**src/hw/gpe_regs.svh**
```systemverilog
// Register offsets, reset values and field layout of the GPIO edge interrupt block
`ifndef GPE_REGS_SVH
`define GPE_REGS_SVH

// ==========================================================================
// Register offsets
`define GPE_ADDR_DIR_B 8'h02
`define GPE_ADDR_DIR_A 8'h03
`define GPE_ADDR_PULLUP_B 8'h04
`define GPE_ADDR_PULLUP_A 8'h05
`define GPE_ADDR_PULLDN_B 8'h06
`define GPE_ADDR_PULLDN_A 8'h07
`define GPE_ADDR_MASK_B 8'h08
`define GPE_ADDR_MASK_A 8'h09
`define GPE_ADDR_SENSE_HI_B 8'h0A
`define GPE_ADDR_SENSE_HI_A 8'h0B
`define GPE_ADDR_SENSE_LO_B 8'h0C
`define GPE_ADDR_SENSE_LO_A 8'h0D
`define GPE_ADDR_ORIGIN_B 8'h0E
`define GPE_ADDR_ORIGIN_A 8'h0F
`define GPE_ADDR_EVENT_B 8'h10
`define GPE_ADDR_EVENT_A 8'h11

// ==========================================================================
// Reset values
`define GPE_RST_DIR 8'hFF
`define GPE_RST_MASK 8'hFF
`define GPE_RST_ZERO 8'h00
`define GPE_RD_UNMAPPED 8'h00

// ==========================================================================
// Edge sensitivity field: bit 0 rising, bit 1 falling
`define GPE_SENSE_W 2
`define GPE_SENSE_RISE_BIT 0
`define GPE_SENSE_FALL_BIT 1

`endif

```
**src/hw/gpe_pkg.sv**
```systemverilog
// Types shared by the GPIO edge interrupt block
package gpe_pkg;
    typedef enum logic [1:0] {
        GPE_SENSE_NONE,
        GPE_SENSE_RISE,
        GPE_SENSE_FALL,
        GPE_SENSE_BOTH
    } gpe_sense_e;

    typedef struct packed {
        logic wrEn;
        logic rdEn;
        logic [7:0] addr;
        logic [7:0] wrData;
    } gpe_reg_req_s;
endpackage

```
**src/hw/gpe_edge_irq.sv**
```systemverilog
// GPIO pull, edge detection and interrupt logic for a 16-line expander
// Operation
// - Pull-up enable bit 1 enables pin pull-up, 0 disables; resets to zero.
// - Pull-down enable bit 1 enables pin pull-down, 0 disables; resets to zero.
// - Mask bit 0 lets events interrupt, 1 blocks; masks reset to 0xFF.
// - Only input-direction pins can raise the interrupt output.
// - Two-bit sensitivity: 00 none, 01 rising, 10 falling, 11 both.
// - Each sensitivity register packs four pins, highest pin in bits 7:6.
// - Matching edge sets the pin event flag, held until cleared.
// - Matching edge on unmasked input pin sets interrupt source flag, held until cleared.
// - Writing 1 to source bit clears it and the pin event flag.
// - Writing 1 to event bit clears it and the pin source flag.
// - Interrupt output returns high only when all source bits are clear.
// - Changing a pin sensitivity clears its event and source flags.
// - Direction bit 1 means input, 0 means output.
`include "gpe_regs.svh"
`timescale 1ns/100ps
`default_nettype none

module gpe_edge_irq #(
    parameter int NPINS = 16
) (
    input wire logic core_clk,
    input wire logic arst_n,
    input wire gpe_pkg::gpe_reg_req_s regReq,
    output logic [7:0] regRdData,
    output logic regRdValid,
    input wire logic [NPINS-1:0] pinIn,
    output logic [NPINS-1:0] pullUpEn,
    output logic [NPINS-1:0] pullDownEn,
    output logic [NPINS-1:0] pinIsInput,
    output logic irqOutN,
    output logic irqPinOut,
    output logic irqPinOeN
);
    import gpe_pkg::*;

    // ======================================================================
    // Registers
    logic [NPINS-1:0] dir_q;
    logic [NPINS-1:0] pullUp_q;
    logic [NPINS-1:0] pullDn_q;
    logic [NPINS-1:0] mask_q;
    logic [2*NPINS-1:0] sense_q;
    logic [NPINS-1:0] evt_q;
    logic [NPINS-1:0] evt_d;
    logic [NPINS-1:0] org_q;
    logic [NPINS-1:0] org_d;
    logic irqN_q;
    logic [7:0] rdData_q;
    logic rdValid_q;
    logic [NPINS-1:0] sync1_q;
    logic [NPINS-1:0] sync2_q;
    logic [NPINS-1:0] prev_q;

    // ======================================================================
    // Write decode
    wire logic wr = regReq.wrEn;
    wire logic [7:0] wa = regReq.addr;
    wire logic [7:0] wd = regReq.wrData;
    wire logic wrDirB = wr && (wa == `GPE_ADDR_DIR_B);
    wire logic wrDirA = wr && (wa == `GPE_ADDR_DIR_A);
    wire logic wrPuB = wr && (wa == `GPE_ADDR_PULLUP_B);
    wire logic wrPuA = wr && (wa == `GPE_ADDR_PULLUP_A);
    wire logic wrPdB = wr && (wa == `GPE_ADDR_PULLDN_B);
    wire logic wrPdA = wr && (wa == `GPE_ADDR_PULLDN_A);
    wire logic wrMaskB = wr && (wa == `GPE_ADDR_MASK_B);
    wire logic wrMaskA = wr && (wa == `GPE_ADDR_MASK_A);
    wire logic wrOrgB = wr && (wa == `GPE_ADDR_ORIGIN_B);
    wire logic wrOrgA = wr && (wa == `GPE_ADDR_ORIGIN_A);
    wire logic wrEvtB = wr && (wa == `GPE_ADDR_EVENT_B);
    wire logic wrEvtA = wr && (wa == `GPE_ADDR_EVENT_A);
    // Sense groups in pin order: 3:0, 7:4, 11:8, 15:12
    wire logic [3:0] wrSense = {
        wr && (wa == `GPE_ADDR_SENSE_HI_B),
        wr && (wa == `GPE_ADDR_SENSE_LO_B),
        wr && (wa == `GPE_ADDR_SENSE_HI_A),
        wr && (wa == `GPE_ADDR_SENSE_LO_A)
    };
    // Write-one-to-clear masks; zero bits leave flags alone
    wire logic [NPINS-1:0] orgW1c = {wrOrgB ? wd : 8'h00, wrOrgA ? wd : 8'h00};
    wire logic [NPINS-1:0] evtW1c = {wrEvtB ? wd : 8'h00, wrEvtA ? wd : 8'h00};

    // ======================================================================
    // Per-pin edge detection and flag update
    logic [NPINS-1:0] hit;
    logic [NPINS-1:0] senseChg;
    logic [NPINS-1:0] clr;
    // Decoded sensitivity per pin from the enum codes; read only by the checks
    logic [NPINS-1:0] senseNone;
    logic [NPINS-1:0] senseRise;
    logic [NPINS-1:0] senseFall;
    logic [NPINS-1:0] senseBoth;
    genvar p;
    generate
        for (p = 0; p < NPINS; p++) begin : gPin
            wire logic [1:0] sel = sense_q[2*p +: 2];
            wire logic rise = sync2_q[p] && !prev_q[p];
            wire logic fall = !sync2_q[p] && prev_q[p];
            assign hit[p] = (sel[`GPE_SENSE_RISE_BIT] && rise)
                || (sel[`GPE_SENSE_FALL_BIT] && fall);
            assign senseChg[p] = wrSense[p/4] && (wd[2*(p%4) +: 2] != sel);
            assign clr[p] = orgW1c[p] || evtW1c[p] || senseChg[p];
            // A new edge wins over a clear in the same cycle
            assign evt_d[p] = hit[p] || (evt_q[p] && !clr[p]);
            assign org_d[p] = (hit[p] && dir_q[p] && !mask_q[p])
                || (org_q[p] && !clr[p]);
            // Enum codes give the checks a decode of their own
            assign senseNone[p] = (sel == GPE_SENSE_NONE);
            assign senseRise[p] = (sel == GPE_SENSE_RISE);
            assign senseFall[p] = (sel == GPE_SENSE_FALL);
            assign senseBoth[p] = (sel == GPE_SENSE_BOTH);
        end
    endgenerate

    // ======================================================================
    // Pin synchronisers; only the second stage and its delayed copy prev_q are looked at
    always_ff @(posedge core_clk or negedge arst_n) begin
        if (!arst_n) begin
            sync1_q <= '0;
            sync2_q <= '0;
            prev_q <= '0;
        end else begin
            sync1_q <= pinIn;
            sync2_q <= sync1_q;
            prev_q <= sync2_q;
        end
    end

    // ======================================================================
    // Configuration registers
    always_ff @(posedge core_clk or negedge arst_n) begin
        if (!arst_n) begin
            dir_q <= {`GPE_RST_DIR, `GPE_RST_DIR};
            pullUp_q <= {`GPE_RST_ZERO, `GPE_RST_ZERO};
            pullDn_q <= {`GPE_RST_ZERO, `GPE_RST_ZERO};
            mask_q <= {`GPE_RST_MASK, `GPE_RST_MASK};
            sense_q <= '0;
        end else begin
            if (wrDirB) dir_q[15:8] <= wd;
            if (wrDirA) dir_q[7:0] <= wd;
            if (wrPuB) pullUp_q[15:8] <= wd;
            if (wrPuA) pullUp_q[7:0] <= wd;
            if (wrPdB) pullDn_q[15:8] <= wd;
            if (wrPdA) pullDn_q[7:0] <= wd;
            if (wrMaskB) mask_q[15:8] <= wd;
            if (wrMaskA) mask_q[7:0] <= wd;
            if (wrSense[0]) sense_q[7:0] <= wd;
            if (wrSense[1]) sense_q[15:8] <= wd;
            if (wrSense[2]) sense_q[23:16] <= wd;
            if (wrSense[3]) sense_q[31:24] <= wd;
        end
    end

    // ======================================================================
    // Status flags and interrupt pin
    always_ff @(posedge core_clk or negedge arst_n) begin
        if (!arst_n) begin
            evt_q <= '0;
            org_q <= '0;
            irqN_q <= 1'b1;
        end else begin
            evt_q <= evt_d;
            org_q <= org_d;
            irqN_q <= ~|org_q;
        end
    end

    // ======================================================================
    // Read port, one cycle latency; unmapped offsets read zero
    wire logic [7:0] ra = regReq.addr;
    wire logic [7:0] rdMux =
        (ra == `GPE_ADDR_DIR_B) ? dir_q[15:8] :
        (ra == `GPE_ADDR_DIR_A) ? dir_q[7:0] :
        (ra == `GPE_ADDR_PULLUP_B) ? pullUp_q[15:8] :
        (ra == `GPE_ADDR_PULLUP_A) ? pullUp_q[7:0] :
        (ra == `GPE_ADDR_PULLDN_B) ? pullDn_q[15:8] :
        (ra == `GPE_ADDR_PULLDN_A) ? pullDn_q[7:0] :
        (ra == `GPE_ADDR_MASK_B) ? mask_q[15:8] :
        (ra == `GPE_ADDR_MASK_A) ? mask_q[7:0] :
        (ra == `GPE_ADDR_SENSE_HI_B) ? sense_q[31:24] :
        (ra == `GPE_ADDR_SENSE_HI_A) ? sense_q[15:8] :
        (ra == `GPE_ADDR_SENSE_LO_B) ? sense_q[23:16] :
        (ra == `GPE_ADDR_SENSE_LO_A) ? sense_q[7:0] :
        (ra == `GPE_ADDR_ORIGIN_B) ? org_q[15:8] :
        (ra == `GPE_ADDR_ORIGIN_A) ? org_q[7:0] :
        (ra == `GPE_ADDR_EVENT_B) ? evt_q[15:8] :
        (ra == `GPE_ADDR_EVENT_A) ? evt_q[7:0] :
        `GPE_RD_UNMAPPED;

    always_ff @(posedge core_clk or negedge arst_n) begin
        if (!arst_n) begin
            rdData_q <= `GPE_RST_ZERO;
            rdValid_q <= 1'b0;
        end else begin
            rdValid_q <= regReq.rdEn;
            if (regReq.rdEn) rdData_q <= rdMux;
        end
    end

    // ======================================================================
    // Outputs
    assign regRdData = rdData_q;
    assign regRdValid = rdValid_q;
    assign pullUpEn = pullUp_q;
    assign pullDownEn = pullDn_q;
    assign pinIsInput = dir_q;
    assign irqOutN = irqN_q;
    // Open drain: pull low only, enable is active low
    assign irqPinOut = 1'b0;
    assign irqPinOeN = irqN_q;

    // ======================================================================
    // Sensitivity decode, field layout, flag holding and the interrupt pin
    // Edges rebuilt from the synchroniser flops, apart from the per-pin decode
    wire logic [NPINS-1:0] riseV = sync2_q & ~prev_q;
    wire logic [NPINS-1:0] fallV = ~sync2_q & prev_q;
endmodule
`default_nettype wire

```
**config.mk**
```make
export PLATFORM = sky130hd
export DESIGN_NAME = gpe_edge_irq
export DESIGN_NICKNAME = d
export VERILOG_FILES = /design/src/hw/gpe_pkg.sv /design/src/hw/gpe_edge_irq.sv
export VERILOG_INCLUDE_DIRS = /design/src /design/src/hw
export SDC_FILE = /design/constraint.sdc
export NUM_CORES = 1
export LEC_CHECK = 0
export ABC_AREA = 1
export BUFFER_PORTS_ARGS = -buffer_cell sky130_fd_sc_hd__buf_2
export CAP_MARGIN = 20
export CORE_ASPECT_RATIO = 1.75
export CORE_MARGIN = 8
export CORE_UTILIZATION = 53
export DETAILED_ROUTE_END_ITERATION = 8
export PLACE_DENSITY = 0.81
export SLEW_MARGIN = 5
export SYNTH_ARGS = -nofsm -noshare
export SYNTH_HDL_FRONTEND = slang
export SYNTH_SLANG_ARGS = --single-unit
```
**constraint.sdc**
```tcl
create_clock -name core_clk -period 1.3 [get_ports core_clk]
set_input_delay 0.065 -clock core_clk [delete_from_list [all_inputs] [get_ports core_clk]]
set_output_delay 0.065 -clock core_clk [all_outputs]
set_load 0.02 [all_outputs]
```
# After elaboration in Yosys (flattened, before gate mapping)
# Index checks and enable logic that the tools add are counted.
# Widths: inputs -> output; s select.
# word_totals
regBits	186
inputBits	36
output_inout_bits	60
elab_cells	378
# classes
n_eq_ne	32
n_mux	20
n_reduce_logical	306
# ops
op	n
$logic_and 1x1->1	160
$mux 8	20
$logic_or 1x1->1	80
$logic_not 1->1	65
$eq 8x4->1 const B	8
$eq 8x3->1 const B	4
$ne 2x2->1	16
$eq 8x2->1 const B	2
$eq 8x5->1 const B	2
$reduce_or 16->1	1

# Depth between registers and ports, before layout
# Gate-level depths: netlist of run 1.
# depth
word_depth	17
depth_mapped	16

# Worst setup path before layout of run 1
# No wires, ideal clock.
# synth_path
kind	input -> register
from	in regReq[15] (netlist bit)
to	reg org_q[8]
t_arrival_ps	1239
slack_ps	-73
cell_stages	11
path_cell_list	inv_1 nand2_2 nor2_4 buf_4 nand3_1 nor2_1 inv_2 o21ai_1 nand2_1 o21ai_0 o32ai_1
# synth_via
elab_chain_len	8
# synth_lines
element	line_no	text
from (decl)	gpe_edge_irq.sv:25	input wire gpe_pkg::gpe_reg_req_s regReq,
$eq 8x4->1 (no line) or $eq 8x5->1 (tied branches)	-	
$logic_and 1x1->1, on equally long branches	gpe_edge_irq.sv:69, gpe_edge_irq.sv:71	
$mux 8, on equally long branches	gpe_edge_irq.sv:81, gpe_edge_irq.sv:82	
$logic_or 1x1->1	gpe_edge_irq.sv:103	assign clr[p] = orgW1c[p] || evtW1c[p] || senseChg[p];
$logic_or 1x1->1 *	gpe_edge_irq.sv:103	
$logic_not 1->1 *	gpe_edge_irq.sv:107	|| (org_q[p] && !clr[p]);
$logic_and 1x1->1 *	gpe_edge_irq.sv:107	
$logic_or 1x1->1 *	gpe_edge_irq.sv:107	
named net org_d[8]	gpe_edge_irq.sv:48	logic [NPINS-1:0] org_d;
to (signal assigned)	gpe_edge_irq.sv:164	org_q <= org_d;
to (decl)	gpe_edge_irq.sv:47	logic [NPINS-1:0] org_q;
# Mark *: on every way through the listed nets, which the timed path passes. The rest lies on a longest branch.
# A chain may end at the register's enable or synchronous reset.

# Final worst setup path of run 1
# layout_path
from	reg org_q[6]
to	reg rdData_q[6] (netlist: regRdData[6])
# layout_via
elab_chain_len	14
# layout_lines
element	line_no	text
$mux 8 (no line) (14 in a row)	-	
to (signal assigned)	gpe_edge_irq.sv:193	rdData_q <= `GPE_RST_ZERO;
to (signal assigned)	gpe_edge_irq.sv:197	if (regReq.rdEn) rdData_q <= rdMux;
to (decl)	gpe_edge_irq.sv:50	logic [7:0] rdData_q;
# Every way passes these cells.

==> key figures, run 1 <==
Clock tree
  • Clk buf depth: 2
  • Latest clock arrival within the worst-skew pair: 0.44 ns
  • Clk pin slew, worst setup/hold paths: 0.08 ns
  • Root Driver: clkbuf_16
  • H-Tree Depth: 4
  • Total CTS buffers: 17
  • CTS sink cnt: 186
  • CTS tree: yes

STA
  • Fin. Hold Viols: 0
  • WHS: 0.0589 ns
  • RSZ-0062 raised after global routing: true
  • Fin worst setup slack: -0.523 ns
  • Final setup viols: 50
  • Pins Over Slew Limit: 0
  • Achievable Freq: 0.549 GHz
  • Fin crit share: 140%
  • Skew final: 0.0166 ns
  • Min Clock Period, post-route: 1.82 ns

Synth
  • Post-Synthesis Cells: 958
  • Top FF cell, synth: dfrtp_1
  • Netlist Area Pre-Place: 8260 um^2
  • Post-synthesis sequential area ratio: 56.8%
  • Synthesized flop and latch total: 186
  • Syn_area_per_cell: 8.62 um^2
  • Top cells by area, synth: dfrtp_1 (46%), dfstp_2 (10%), nand2_1 (10%)
  • Yosys Warn Count: 0
  • Number of synthesized flops with an enable pin: 0
  • Area share of the largest cell type after synthesis: 46.3%
  • Ys async rst share: 100%
  • Syn nets: 994
  • Synth area leader: dfrtp_1
  • Unique cell type count in the Yosys netlist: 30

Power and ir drop
  • Peak supply drop: 0.000899 V
  • Pwr per Cell Area: 1110 nW/um^2
  • Power Total: 13700 uW
  • Leakage: 0.00598 uW

Critical path
  • Critical Path AT: 2.15 ns
  • CP Launch Point: org_q[6]$_DFF_PN0_
  • CP Cell Sequence: nand3_2 -> nand3_1 -> a21oi_1 -> nand4_1 -> nor2_2 -> nand4_1 -> nor2_2 -> nand4_1 -> nand2_1 -> nand2_1
  • Worst path most repeated cell: nand4_1
  • Worst setup EP type: flop
  • WS Path Type: flop to flop
  • CP required: 1.63 ns
  • CP Max Fanout: 2
  • CP max-delay cell: dfrtp_2
  • Crit path largest cell delay: 0.47 ns
  • Crit start category: flop
  • Reg2reg start: org_q[6]$_DFF_PN0_

Floorplanning
  • Die ar.: 20000 um^2
  • Core ar.: 15300 um^2
  • Rows: 60
  • Initial Util: 53.9%
  • Die height: 181 um
  • I/O pin count: 96
  • Die width: 110 um

Global route
  • GR Util All Layers: 34.7%
  • First-pass GRT wire length: 50000 um
  • Number of global-route vias before repair: 8605
  • Antenna violations before repair: 0
  • Overflow after GRT: 0
  • Largest net degree at the start of global routing: 44

Finish
  • Share of cells above drive strength 1: 42.7%
  • Ant diodes: 0
  • Final nets: 1305
  • Filler cell count: 1008
  • Area Growth Syn to Fin: 49.7%
  • Final core utilization: 80.7%
  • Finished Layout Cells: 1468

Run
  • Maxcap violations: 0

Hold path
  • HP Start: regReq[7]
  • Worst min path class: input port to flop

Detailed routing
  • Total routed wirelength: 35700 um
  • DRC errors left: 0
  • Drt wl/cell: 24.3 um
  • First-pass DRT Iterations: 5
  • Vias: 8589
  • Post-route ant nets: 0
  • DR iter-0 viols: 769
  • Vias per inst: 5.85

Place
  • IO Port Bufs: 94
  • Place WS: -0.772 ns
  • Detailed placement HPWL: 25600 um
  • Global placer's final weighted congestion: 1.10
  • Placed instance count: 1372

Outcome
  • Status: finished, violations left
  • Failing checks: setup timing
[synth_stat cells (all sizes together) (2+ instances only)]
cell type,instances
a31oi,16
nand2,230
inv,124
dfrtp,153
buf,6
dfstp,33
a21oi,24
nor4,4
clkbuf,28
o32ai,8
nor2,61
nand3,34
o21ai,151
nor3,25
xor2,24
nand4,25
o22ai,7
or2,2
[cells by family (layout without fill, tap and decap cells)]
logic type      count (synthesis)  in the layout  synth area share, %
simple gates                  383            385                 20.0
other cells                     1              1               0.0454
flops                         186            186                 56.8
compound gates                206            206                 13.2
buf+inv                       158            480                 7.35
xor+xnor                       24             24                 2.54
[metrics by stage]
stage	setup TNS [ns]	area, um^2
detailed placement	-68.25	10200
global route	-6.80	12400
CTS	-1.66	11400
floorplan	-0.184	8280
finish	-4.35	12400
global placement	-64.16	10200
[routing by layer]
metal | up-vias | share of wire [%] | global-route usage (%) | wire length [um]
li1 | 3755 | - | - | -
met1 | 4126 | 33 | 37.0 | 11700
met2 | 509 | 51 | 57.7 | 18100
met3 | 199 | 6.3 | 5.60 | 2260
met4 | 0 | 10 | 28.0 | 3560
met5 | - | 0 | 0 | 0
[final timing paths]
kind | to | slack, ns | depth (start not counted)
hold reg to reg | sync2_q[8]$_DFF_PN0_ | 0.35 | 0
setup reg to reg | regRdData[6]$_DFFE_PN0P_ | -0.52 | 10
hold / removal | sense_q[23]$_DFFE_PN0P_ | 0.06 | 4
max in group asynchronous | irqOutN$_DFF_PN1_ | 0.57 | 3
setup / recovery | regRdData[6]$_DFFE_PN0P_ | -0.52 | 10
min in group asynchronous | pullDownEn[12]$_DFFE_PN0P_ | 0.10 | 2
[critical path, delay by kind of cell, from the launching register on]
family	cells	cell delay, ns
compound gates	1	0.15
flops	1	0.47
simple gates	9	1.08
[layout make-up]
| class | count | area, um^2 | area share [%] |
|---|---|---|---|
| inverters | 124 | 483 | 3.91 |
| well taps | 186 | 233 | 1.88 |
| flip-flops and latches | 186 | 4700 | 38.0 |
| repair buffers | 324 | 2590 | 20.9 |
| multi-input cells | 616 | 3750 | 30.3 |
| clock inverters | 15 | 189 | 1.53 |
| clock buffers | 17 | 425 | 3.44 |
[power breakdown]
group	switching, uW	internal (uW)
Combinational	1100	718
Clock	2740	2640
Sequential	312	6160
[registers in the layout, indices dropped and copies added, names as in the netlist, 8 cells and up]
name	flops
evt_q	16
mask_q	16
org_q	16
pinIsInput	16
prev_q	16
pullDownEn	16
pullUpEn	16
regRdData	8
sense_q	32
sync1_q	16
sync2_q	16
[cell usage in the layout, fill, tap and decap left out, types with 3 or more instances in the layout]
master,synthesis,final
dfstp_2,33,33
o32ai_1,8,6
nand4_1,25,25
nor3_2,1,9
inv_1,120,105
nand3_1,34,18
nor2_2,8,11
nor2_1,50,32
o21ai_0,144,59
nand3_4,0,3
nor2_4,3,19
clkinv_8,0,6
a31oi_1,16,14
o22ai_1,7,4
nand2_1,227,189
xor2_1,24,23
buf_2,2,90
clkbuf_16,0,19
a21oi_1,24,21
o21ai_2,1,37
nand2_2,3,27
buf_8,0,3
nand3_2,0,13
dlygate4sd3_1,0,19
buf_12,0,9
nand2_4,0,11
o21ai_1,6,51
dfrtp_2,0,3
nor3_1,24,16
inv_2,4,15
buf_6,0,42
nand2_8,0,4
buf_4,3,158
inv_6,0,8
dfrtp_1,153,150
o21ai_4,0,4
[what timing repair did]
item | in CTS | in global routing
endpoints found under the setup margin | 91 | 104
pin swaps | 16 | 48
resized for setup | 90 | 249
hold endpoints to repair | 179 | 0
hold buffers | 19 | 0
cloned | 1 | 6
setup buffers | 11 | 34
No activity file was read; power rests on OpenSTA's default activity.
==> inputs of run 2 (changes only) <==
--- a/config.mk
+++ b/config.mk
@@ -8,12 +8,11 @@
 export LEC_CHECK = 0
 export ABC_AREA = 1
 export BUFFER_PORTS_ARGS = -buffer_cell sky130_fd_sc_hd__buf_2
-export CAP_MARGIN = 20
 export CORE_ASPECT_RATIO = 1.75
 export CORE_MARGIN = 8
-export CORE_UTILIZATION = 53
+export CORE_UTILIZATION = 36
 export DETAILED_ROUTE_END_ITERATION = 8
-export PLACE_DENSITY = 0.81
+export PLACE_DENSITY = 0.61
 export SLEW_MARGIN = 5
 export SYNTH_ARGS = -nofsm -noshare
 export SYNTH_HDL_FRONTEND = slang
==> run 2 against run 1 <==
Flip-flop and latch count is the same; die area grew 41%; clock skew shrank 0.0062 ns; total power grew 0.27%; largest cell class unchanged; worst setup slack gained 0.25 ns; sequential share of layout area grew 2.7 points; the run still ends with setup timing left; design area shrank 6.7%; sequential power is essentially flat; cell count grew 5.2%; critical endpoint is now regRdData[4]$_DFFE_PN0P_; register-to-register slack gained 0.25 ns; first-iteration DRC count shrank 41%; clock-buffer cell count grew 3.
==> key figures, run 2 (synthesis gave the netlist of run 1 again) <==
Outcome
  • Status: finished, violations left (unchanged)
  • Failing checks: setup timing (unchanged)

Finish
  • Most frequent cells in the layout: nand2_1 (221), buf_4 (159), dfrtp_1 (151), o21ai_0 (114), inv_1 (106) (was nand2_1 (189), buf_4 (158), dfrtp_1 (150), inv_1 (105), buf_2 (90))
  • Area Growth Syn to Fin: 39.7% (was 49.7%)
  • Biggest register: sense_q (unchanged)
  • Finished Layout Cells: 1544 (was 1468)
  • Post-route cell area: 11500 um^2 (was 12400 um^2)
  • Commonest non-fill, non-tap cell in the layout: nand2_1 (unchanged)
  • Filler cell count: 2253 (was 1008)
  • Final nets: 1266 (was 1305)
  • Final core utilization: 51.0% (was 80.7%)
  • Largest register FFs: 32 (unchanged)
  • Share of cells above drive strength 1: 33.1% (was 42.7%)

Critical path
  • Crit start category: flop (unchanged)
  • Worst path most repeated cell: nand4_1 (unchanged)
  • CP Cell Sequence: nand3_2 -> nand3_2 -> a21oi_2 -> nand4_1 -> nor2_2 -> nand4_1 -> nor2_1 -> nand4_1 -> nand2_1 -> nand2_1 (was nand3_2 -> nand3_1 -> a21oi_1 -> nand4_1 -> nor2_2 -> nand4_1 -> nor2_2 -> nand4_1 -> nand2_1 -> nand2_1)
  • WS Path Type: flop to flop (unchanged)
  • Critical Path AT: 1.92 ns (was 2.15 ns)
  • Crit path largest cell delay: 0.40 ns (was 0.47 ns)
  • Worst setup EP type: flop (unchanged)
  • CP max-delay cell: dfrtp_1 (was dfrtp_2)
  • CP Max Fanout: 2 (unchanged)
  • CP required: 1.65 ns (was 1.63 ns)

Detailed routing
  • First-pass DRT Iterations: 5 (unchanged)
  • DRC errors left: 0 (unchanged)
  • Total routed wirelength: 32100 um (was 35700 um)
  • Vias per inst: 5.02 (was 5.85)
  • DR iter-0 viols: 457 (was 769)
  • Post-route ant nets: 0 (unchanged)
  • Vias: 7753 (was 8589)
  • Drt wl/cell: 20.8 um (was 24.3 um)

Power and ir drop
  • Leakage: 0.00558 uW (was 0.00598 uW)
  • Peak supply drop: 0.00103 V (was 0.000899 V)
  • Pwr per Cell Area: 1190 nW/um^2 (was 1110 nW/um^2)
  • Power Total: 13700 uW (about the same)

Global route
  • First-pass GRT wire length: 48600 um (was 50000 um)
  • Number of global-route vias before repair: 8074 (was 8605)
  • Largest net degree at the start of global routing: 49 (was 44)
  • GR Util All Layers: 23.8% (was 34.7%)
  • Antenna violations before repair: 0 (unchanged)
  • Overflow after GRT: 0 (unchanged)

Clock tree
  • CTS tree: yes (unchanged)
  • Total CTS buffers: 17 (unchanged)
  • Clk buf depth: 2 (unchanged)
  • CTS sink cnt: 186 (unchanged)
  • H-Tree Depth: 4 (unchanged)
  • Root Driver: clkbuf_16 (unchanged)
  • Latest clock arrival within the worst-skew pair: 0.46 ns (was 0.44 ns)
  • Clk pin slew, worst setup/hold paths: 0.07 ns (was 0.08 ns)

Place
  • Global placer's final weighted congestion: 0.966 (was 1.10)
  • Detailed placement HPWL: 25000 um (was 25600 um)
  • Cell Area, Placed: 10200 um^2 (about the same)
  • IO Port Bufs: 94 (unchanged)
  • Placed instance count: 1468 (was 1372)

Floorplanning
  • Die width: 131 um (was 110 um)
  • Die height: 216 um (was 181 um)
  • Die ar.: 28200 um^2 (was 20000 um^2)
  • I/O pin count: 96 (unchanged)
  • Rows: 73 (was 60)
  • Initial Util: 36.5% (was 53.9%)
  • Core ar.: 22700 um^2 (was 15300 um^2)

STA
  • RSZ-0062 raised after global routing: true (unchanged)
  • Final setup viols: 8 (was 50)
  • Min Clock Period, post-route: 1.57 ns (was 1.82 ns)
  • Fin. Hold Viols: 0 (unchanged)
  • WHS: 0.0405 ns (was 0.0589 ns)
  • Pins Over Slew Limit: 0 (unchanged)
  • Fin crit share: 121% (was 140%)
  • Fin worst setup slack: -0.271 ns (was -0.523 ns)
  • Skew final: 0.0104 ns (was 0.0166 ns)
  • Achievable Freq: 0.637 GHz (was 0.549 GHz)

Hold path
  • Worst min path class: input port to flop (unchanged)

Run
  • Maxcap violations: 0 (unchanged)
==> run 2: routing by layer <==
layer	vias up	routed length (um)	track usage (%)	part of all wire (%)
li1	3672	-	-	-
met1	3776	11600	24.7	36
met2	224	17000	42.2	53
met3	81	1200	4.06	3.8
met4	0	2260	16.2	7.1
met5	-	0	0	0
==> run 2: repair_timing <==
| action | 4_1_cts | 5_1_grt |
|---|---|---|
| setup endpoints to repair | 42 | 68 |
| pin swaps | 9 | 56 |
| gates resized for setup | 33 | 81 |
| buffers inserted | 8 | 11 |
| hold endpoints to repair | 183 | 0 |
| hold buffers | 24 | 0 |
==> run 2: final timing paths <==
check / from / endpoint / slack (ns) / depth (start not counted)
hold / removal: regReq[1] / sense_q[17]$_DFFE_PN0P_ / 0.04 / 4
setup reg to reg: evt_q[4]$_DFF_PN0_ / regRdData[4]$_DFFE_PN0P_ / -0.27 / 10
setup / recovery: evt_q[4]$_DFF_PN0_ / regRdData[4]$_DFFE_PN0P_ / -0.27 / 10
hold reg to reg: sync1_q[6]$_DFF_PN0_ / sync2_q[6]$_DFF_PN0_ / 0.35 / 0
min in group asynchronous: arst_n / sync1_q[5]$_DFF_PN0_ / 0.15 / 2
max in group asynchronous: arst_n / mask_q[6]$_DFFE_PN1P_ / 0.57 / 3
==> run 2: cell type report <==
cell class	instances	area (um^2)	area share (%)
Timing Repair Buffer	287	2150	18.7
Clock inverter	12	183	1.58
Multi-Input combinational cell	614	3210	27.8
Inverter	124	470	4.08
Clock buffer	20	447	3.87
Antenna cell	1	2.50	0.0217
Sequential cell	186	4700	40.7
Tap cell	300	375	3.25
==> run 2: worst max-delay path, delay by kind of cell, from the launching register on <==
family	cells	cell delay, ns
AO/OA/AOI/OAI	1	0.11
flip-flops	1	0.40
AND/OR/NAND/NOR	9	0.95
==> run 2: report_power, final <==
group	total (uW)	switching, uW	internal (uW)
sequential	6460	290	6170
combinational	1600	948	648
clock	5660	2360	3300
==> run 2: per-stage QoR <==
step,setup slack [ns],setup TNS [ns]
2_1_floorplan,-0.0150,-0.184
3_3_place_gp,-0.711,-48.43
3_5_place_dp,-0.701,-48.90
4_1_cts,-0.261,-1.28
5_1_grt,-0.419,-2.34
6_report,-0.271,-1.34
==> inputs of run 3 (changes only) <==
--- a/config.mk
+++ b/config.mk
@@ -11,6 +11,7 @@
 export CORE_ASPECT_RATIO = 1.75
 export CORE_MARGIN = 8
 export CORE_UTILIZATION = 36
+export CTS_BUF_LIST = sky130_fd_sc_hd__clkbuf_4 sky130_fd_sc_hd__clkbuf_8
 export DETAILED_ROUTE_END_ITERATION = 8
 export PLACE_DENSITY = 0.61
 export SLEW_MARGIN = 5
==> run 3 against run 2 <==
The run still ends with setup timing left; via count up 0.74%; flip-flop and latch count unchanged; non-clock buffer count up 8; critical path type unchanged; worst setup slack worse by 0.022 ns; critical endpoint is now regRdData[1]$_DFFE_PN0P_; total power down 8.6%; hold slack better by 0.040 ns.
==> key figures, run 3 (synthesis gave the netlist of run 1 again) <==
Outcome
  • Status: finished, violations left (unchanged)
  • Failing checks: setup timing (unchanged)

STA
  • Achievable Freq: 0.628 GHz (was 0.637 GHz)
  • Fin worst setup slack: -0.293 ns (was -0.271 ns)
  • Skew final: 0.0178 ns (was 0.0104 ns)
  • Min Clock Period, post-route: 1.59 ns (was 1.57 ns)
  • Fin crit share: 123% (was 121%)
  • Final setup viols: 8 (unchanged)
  • Tightest Pin Transition: 0.519 ns
  • Pins Over Slew Limit: 0 (unchanged)
  • RSZ-0062 raised after global routing: true (unchanged)
  • Fin. Hold Viols: 0 (unchanged)
  • Worst slew margin: 65.4%

Finish
  • Area Growth Syn to Fin: 39.0% (was 39.7%)
  • Final nets: 1274 (was 1266)
  • Filler cell count: 2260 (was 2253)
  • Largest register FFs: 32 (unchanged)
  • Commonest non-fill, non-tap cell in the layout: nand2_1 (unchanged)
  • Multi-input logic area: 3180 um^2 (was 3210 um^2)
  • Share of cells above drive strength 1: 33.3% (was 33.1%)
  • Most frequent cells in the layout: nand2_1 (222), buf_4 (161), dfrtp_1 (149), o21ai_0 (114), inv_1 (109) (was nand2_1 (221), buf_4 (159), dfrtp_1 (151), o21ai_0 (114), inv_1 (106))
  • Post-route cell area: 11500 um^2 (about the same)
  • Reg area: 4700 um^2 (about the same)
  • Biggest register: sense_q (unchanged)

Power and ir drop
  • Pwr per Cell Area: 1090 nW/um^2 (was 1190 nW/um^2)
  • Leakage: 0.00554 uW (was 0.00558 uW)
  • Peak supply drop: 0.000655 V (was 0.00103 V)
  • Power Total: 12500 uW (was 13700 uW)

Detailed routing
  • DRC errors left: 0 (unchanged)
  • Vias per inst: 5.03 (was 5.02)
  • Post-route ant nets: 0 (unchanged)
  • Vias: 7810 (was 7753)
  • First-pass DRT Iterations: 7 (was 5)
  • Total routed wirelength: 32400 um (was 32100 um)
  • Drt wl/cell: 20.9 um (was 20.8 um)
  • DR iter-0 viols: 453 (was 457)

Clock tree
  • Latest clock arrival within the worst-skew pair: 0.52 ns (was 0.46 ns)
  • Clk buf depth: 2 (unchanged)
  • Clk pin slew, worst setup/hold paths: 0.10 ns (was 0.07 ns)
  • Total CTS buffers: 17 (unchanged)
  • CTS sink cnt: 186 (unchanged)
  • H-Tree Depth: 4 (unchanged)
  • Root Driver: clkbuf_8 (was clkbuf_16)
  • CTS tree: yes (unchanged)

Global route
  • Overflow after GRT: 0 (unchanged)
  • Number of global-route vias before repair: 8137 (was 8074)
  • Antenna violations before repair: 1 (was 0)
  • Largest net degree at the start of global routing: 49 (unchanged)
  • GR Util All Layers: 24.0% (was 23.8%)
  • First-pass GRT wire length: 48900 um (was 48600 um)

Floorplanning
  • Die ar.: 28200 um^2 (unchanged)
  • Initial Util: 36.5% (unchanged)
  • Die height: 216 um (unchanged)
  • Die width: 131 um (unchanged)
  • Core ar.: 22700 um^2 (unchanged)
  • Rows: 73 (unchanged)
  • I/O pin count: 96 (unchanged)

Critical path
  • Crit start category: flop (unchanged)
  • CP max-delay cell: dfrtp_1 (unchanged)
  • Buf/Inv on CP: 0 (unchanged)
  • CP Max Fanout: 2 (unchanged)
  • Worst setup EP type: flop (unchanged)
  • CP delay by family, top: simple AND/OR/NAND/NOR gates (unchanged)
  • CP required: 1.71 ns (was 1.65 ns)
  • Worst path most repeated cell: nand4_1 (unchanged)
  • Reg2reg start: evt_q[9]$_DFF_PN0_ (was evt_q[4]$_DFF_PN0_)
  • Critical Path AT: 2.00 ns (was 1.92 ns)
  • Reg2reg setup slack: -0.29 ns (was -0.27 ns)
  • Crit path largest cell delay: 0.42 ns (was 0.40 ns)
  • Worst reg2reg path depth: 10 (unchanged)
  • CP Cell Sequence: nand3_2 -> nand3_2 -> a21oi_2 -> nand4_1 -> nor2_2 -> nand4_1 -> nor2_1 -> nand4_1 -> nand2_1 -> nand2_1 (unchanged)
  • Reg-to-reg endpoint: regRdData[1]$_DFFE_PN0P_ (was regRdData[4]$_DFFE_PN0P_)
  • WS Path Type: flop to flop (unchanged)

Hold path
  • Worst min path class: input port to asynchronous set/reset pin (was input port to flop)

Place
  • Cell Area, Placed: 10200 um^2 (unchanged)
  • Global placer's final weighted congestion: 0.966 (unchanged)
  • IO Port Bufs: 94 (unchanged)
  • Detailed placement HPWL: 25000 um (unchanged)

Run
  • Maxcap violations: 0 (unchanged)
[run 3: cell types whose count changed in the layout (fill, tap and decap cells not counted), sizes merged]
cell	change
buf	+6
dlygate4sd3	+2
[run 3: how the worst max path moves through the flow]
stage / to / start / cells after the start / slack [ns]
6_report: regRdData[1]$_DFFE_PN0P_ / evt_q[9]$_DFF_PN0_ / 10 / -0.29
5_1_grt: regRdData[4]$_DFFE_PN0P_ / evt_q[4]$_DFF_PN0_ / 10 / -0.41
4_1_cts: regRdData[1]$_DFFE_PN0P_ / evt_q[9]$_DFF_PN0_ / 10 / -0.27
3_5_place_dp: regRdData[5]$_DFFE_PN0P_ / regReq[13] / 16 / -0.70
3_3_place_gp: regRdData[1]$_DFFE_PN0P_ / regReq[12] / 16 / -0.71
2_1_floorplan: regRdData[3]$_DFFE_PN0P_ / regReq[15] / 15 / -0.02
[run 3: power by group]
group	internal, uW	leakage, uW	switching, uW	total, uW
Clock	2210	0.000230	2220	4430
Combinational	681	0.00319	957	1640
Sequential	6160	0.00212	291	6450
Total	9060	0.00554	3470	12500
[run 3: repair_timing]
item	4_1_cts	5_1_grt
resized for setup	52	82
buffers inserted	17	8
hold endpoints to repair	199	0
hold buffers	26	0
endpoints found under the setup margin	37	57
pin swaps	8	41
[run 3: per-layer routing]
layer  global-route usage [%]  wire length (um)  vias to the layer above
li1                         -                 -                     3686
met1                     24.6             11800                     3830
met2                     42.7             17400                      217
met3                     4.01              1100                       77
met4                     16.6              2090                        0
met5                        0                 0                        -
[run 3: area by class of cell]
| type | instances | share of cell area, % |
|---|---|---|
| Sequential cell | 186 | 40.9 |
| Timing Repair Buffer | 295 | 20.1 |
| Clock inverter | 12 | 1.59 |
| Antenna cell | 1 | 0.0218 |
| Inverter | 124 | 4.05 |
| Tap cell | 300 | 3.27 |
| Clock buffer | 20 | 2.29 |
| Multi-Input combinational cell | 614 | 27.7 |
[run 3: stage by stage]
step	std cells	hold slack [ns]	worst slack (ns)	util (%)	TNS, ns
final	1552	0.0805	-0.293	50.7	-1.31
after global routing	1552	0.0955	-0.413	50.7	-2.52
after CTS	1543	0.0575	-0.265	49.5	-1.48
after detailed placement	1468	0.0660	-0.701	45.2	-48.90
after global placement	1468	0.0585	-0.711	45.2	-48.43
after floorplan	958	-0.231	-0.0150	-	-0.184
[run 3: worst register-to-register path: stages (launching register included)]
cell     delay [ns]
dfrtp_1        0.42
nand3_2        0.09
nand3_2        0.06
a21oi_2        0.12
nand4_1        0.12
nor2_2         0.15
nand4_1        0.12
nor2_1         0.12
nand4_1        0.14
nand2_1        0.10
nand2_1        0.05
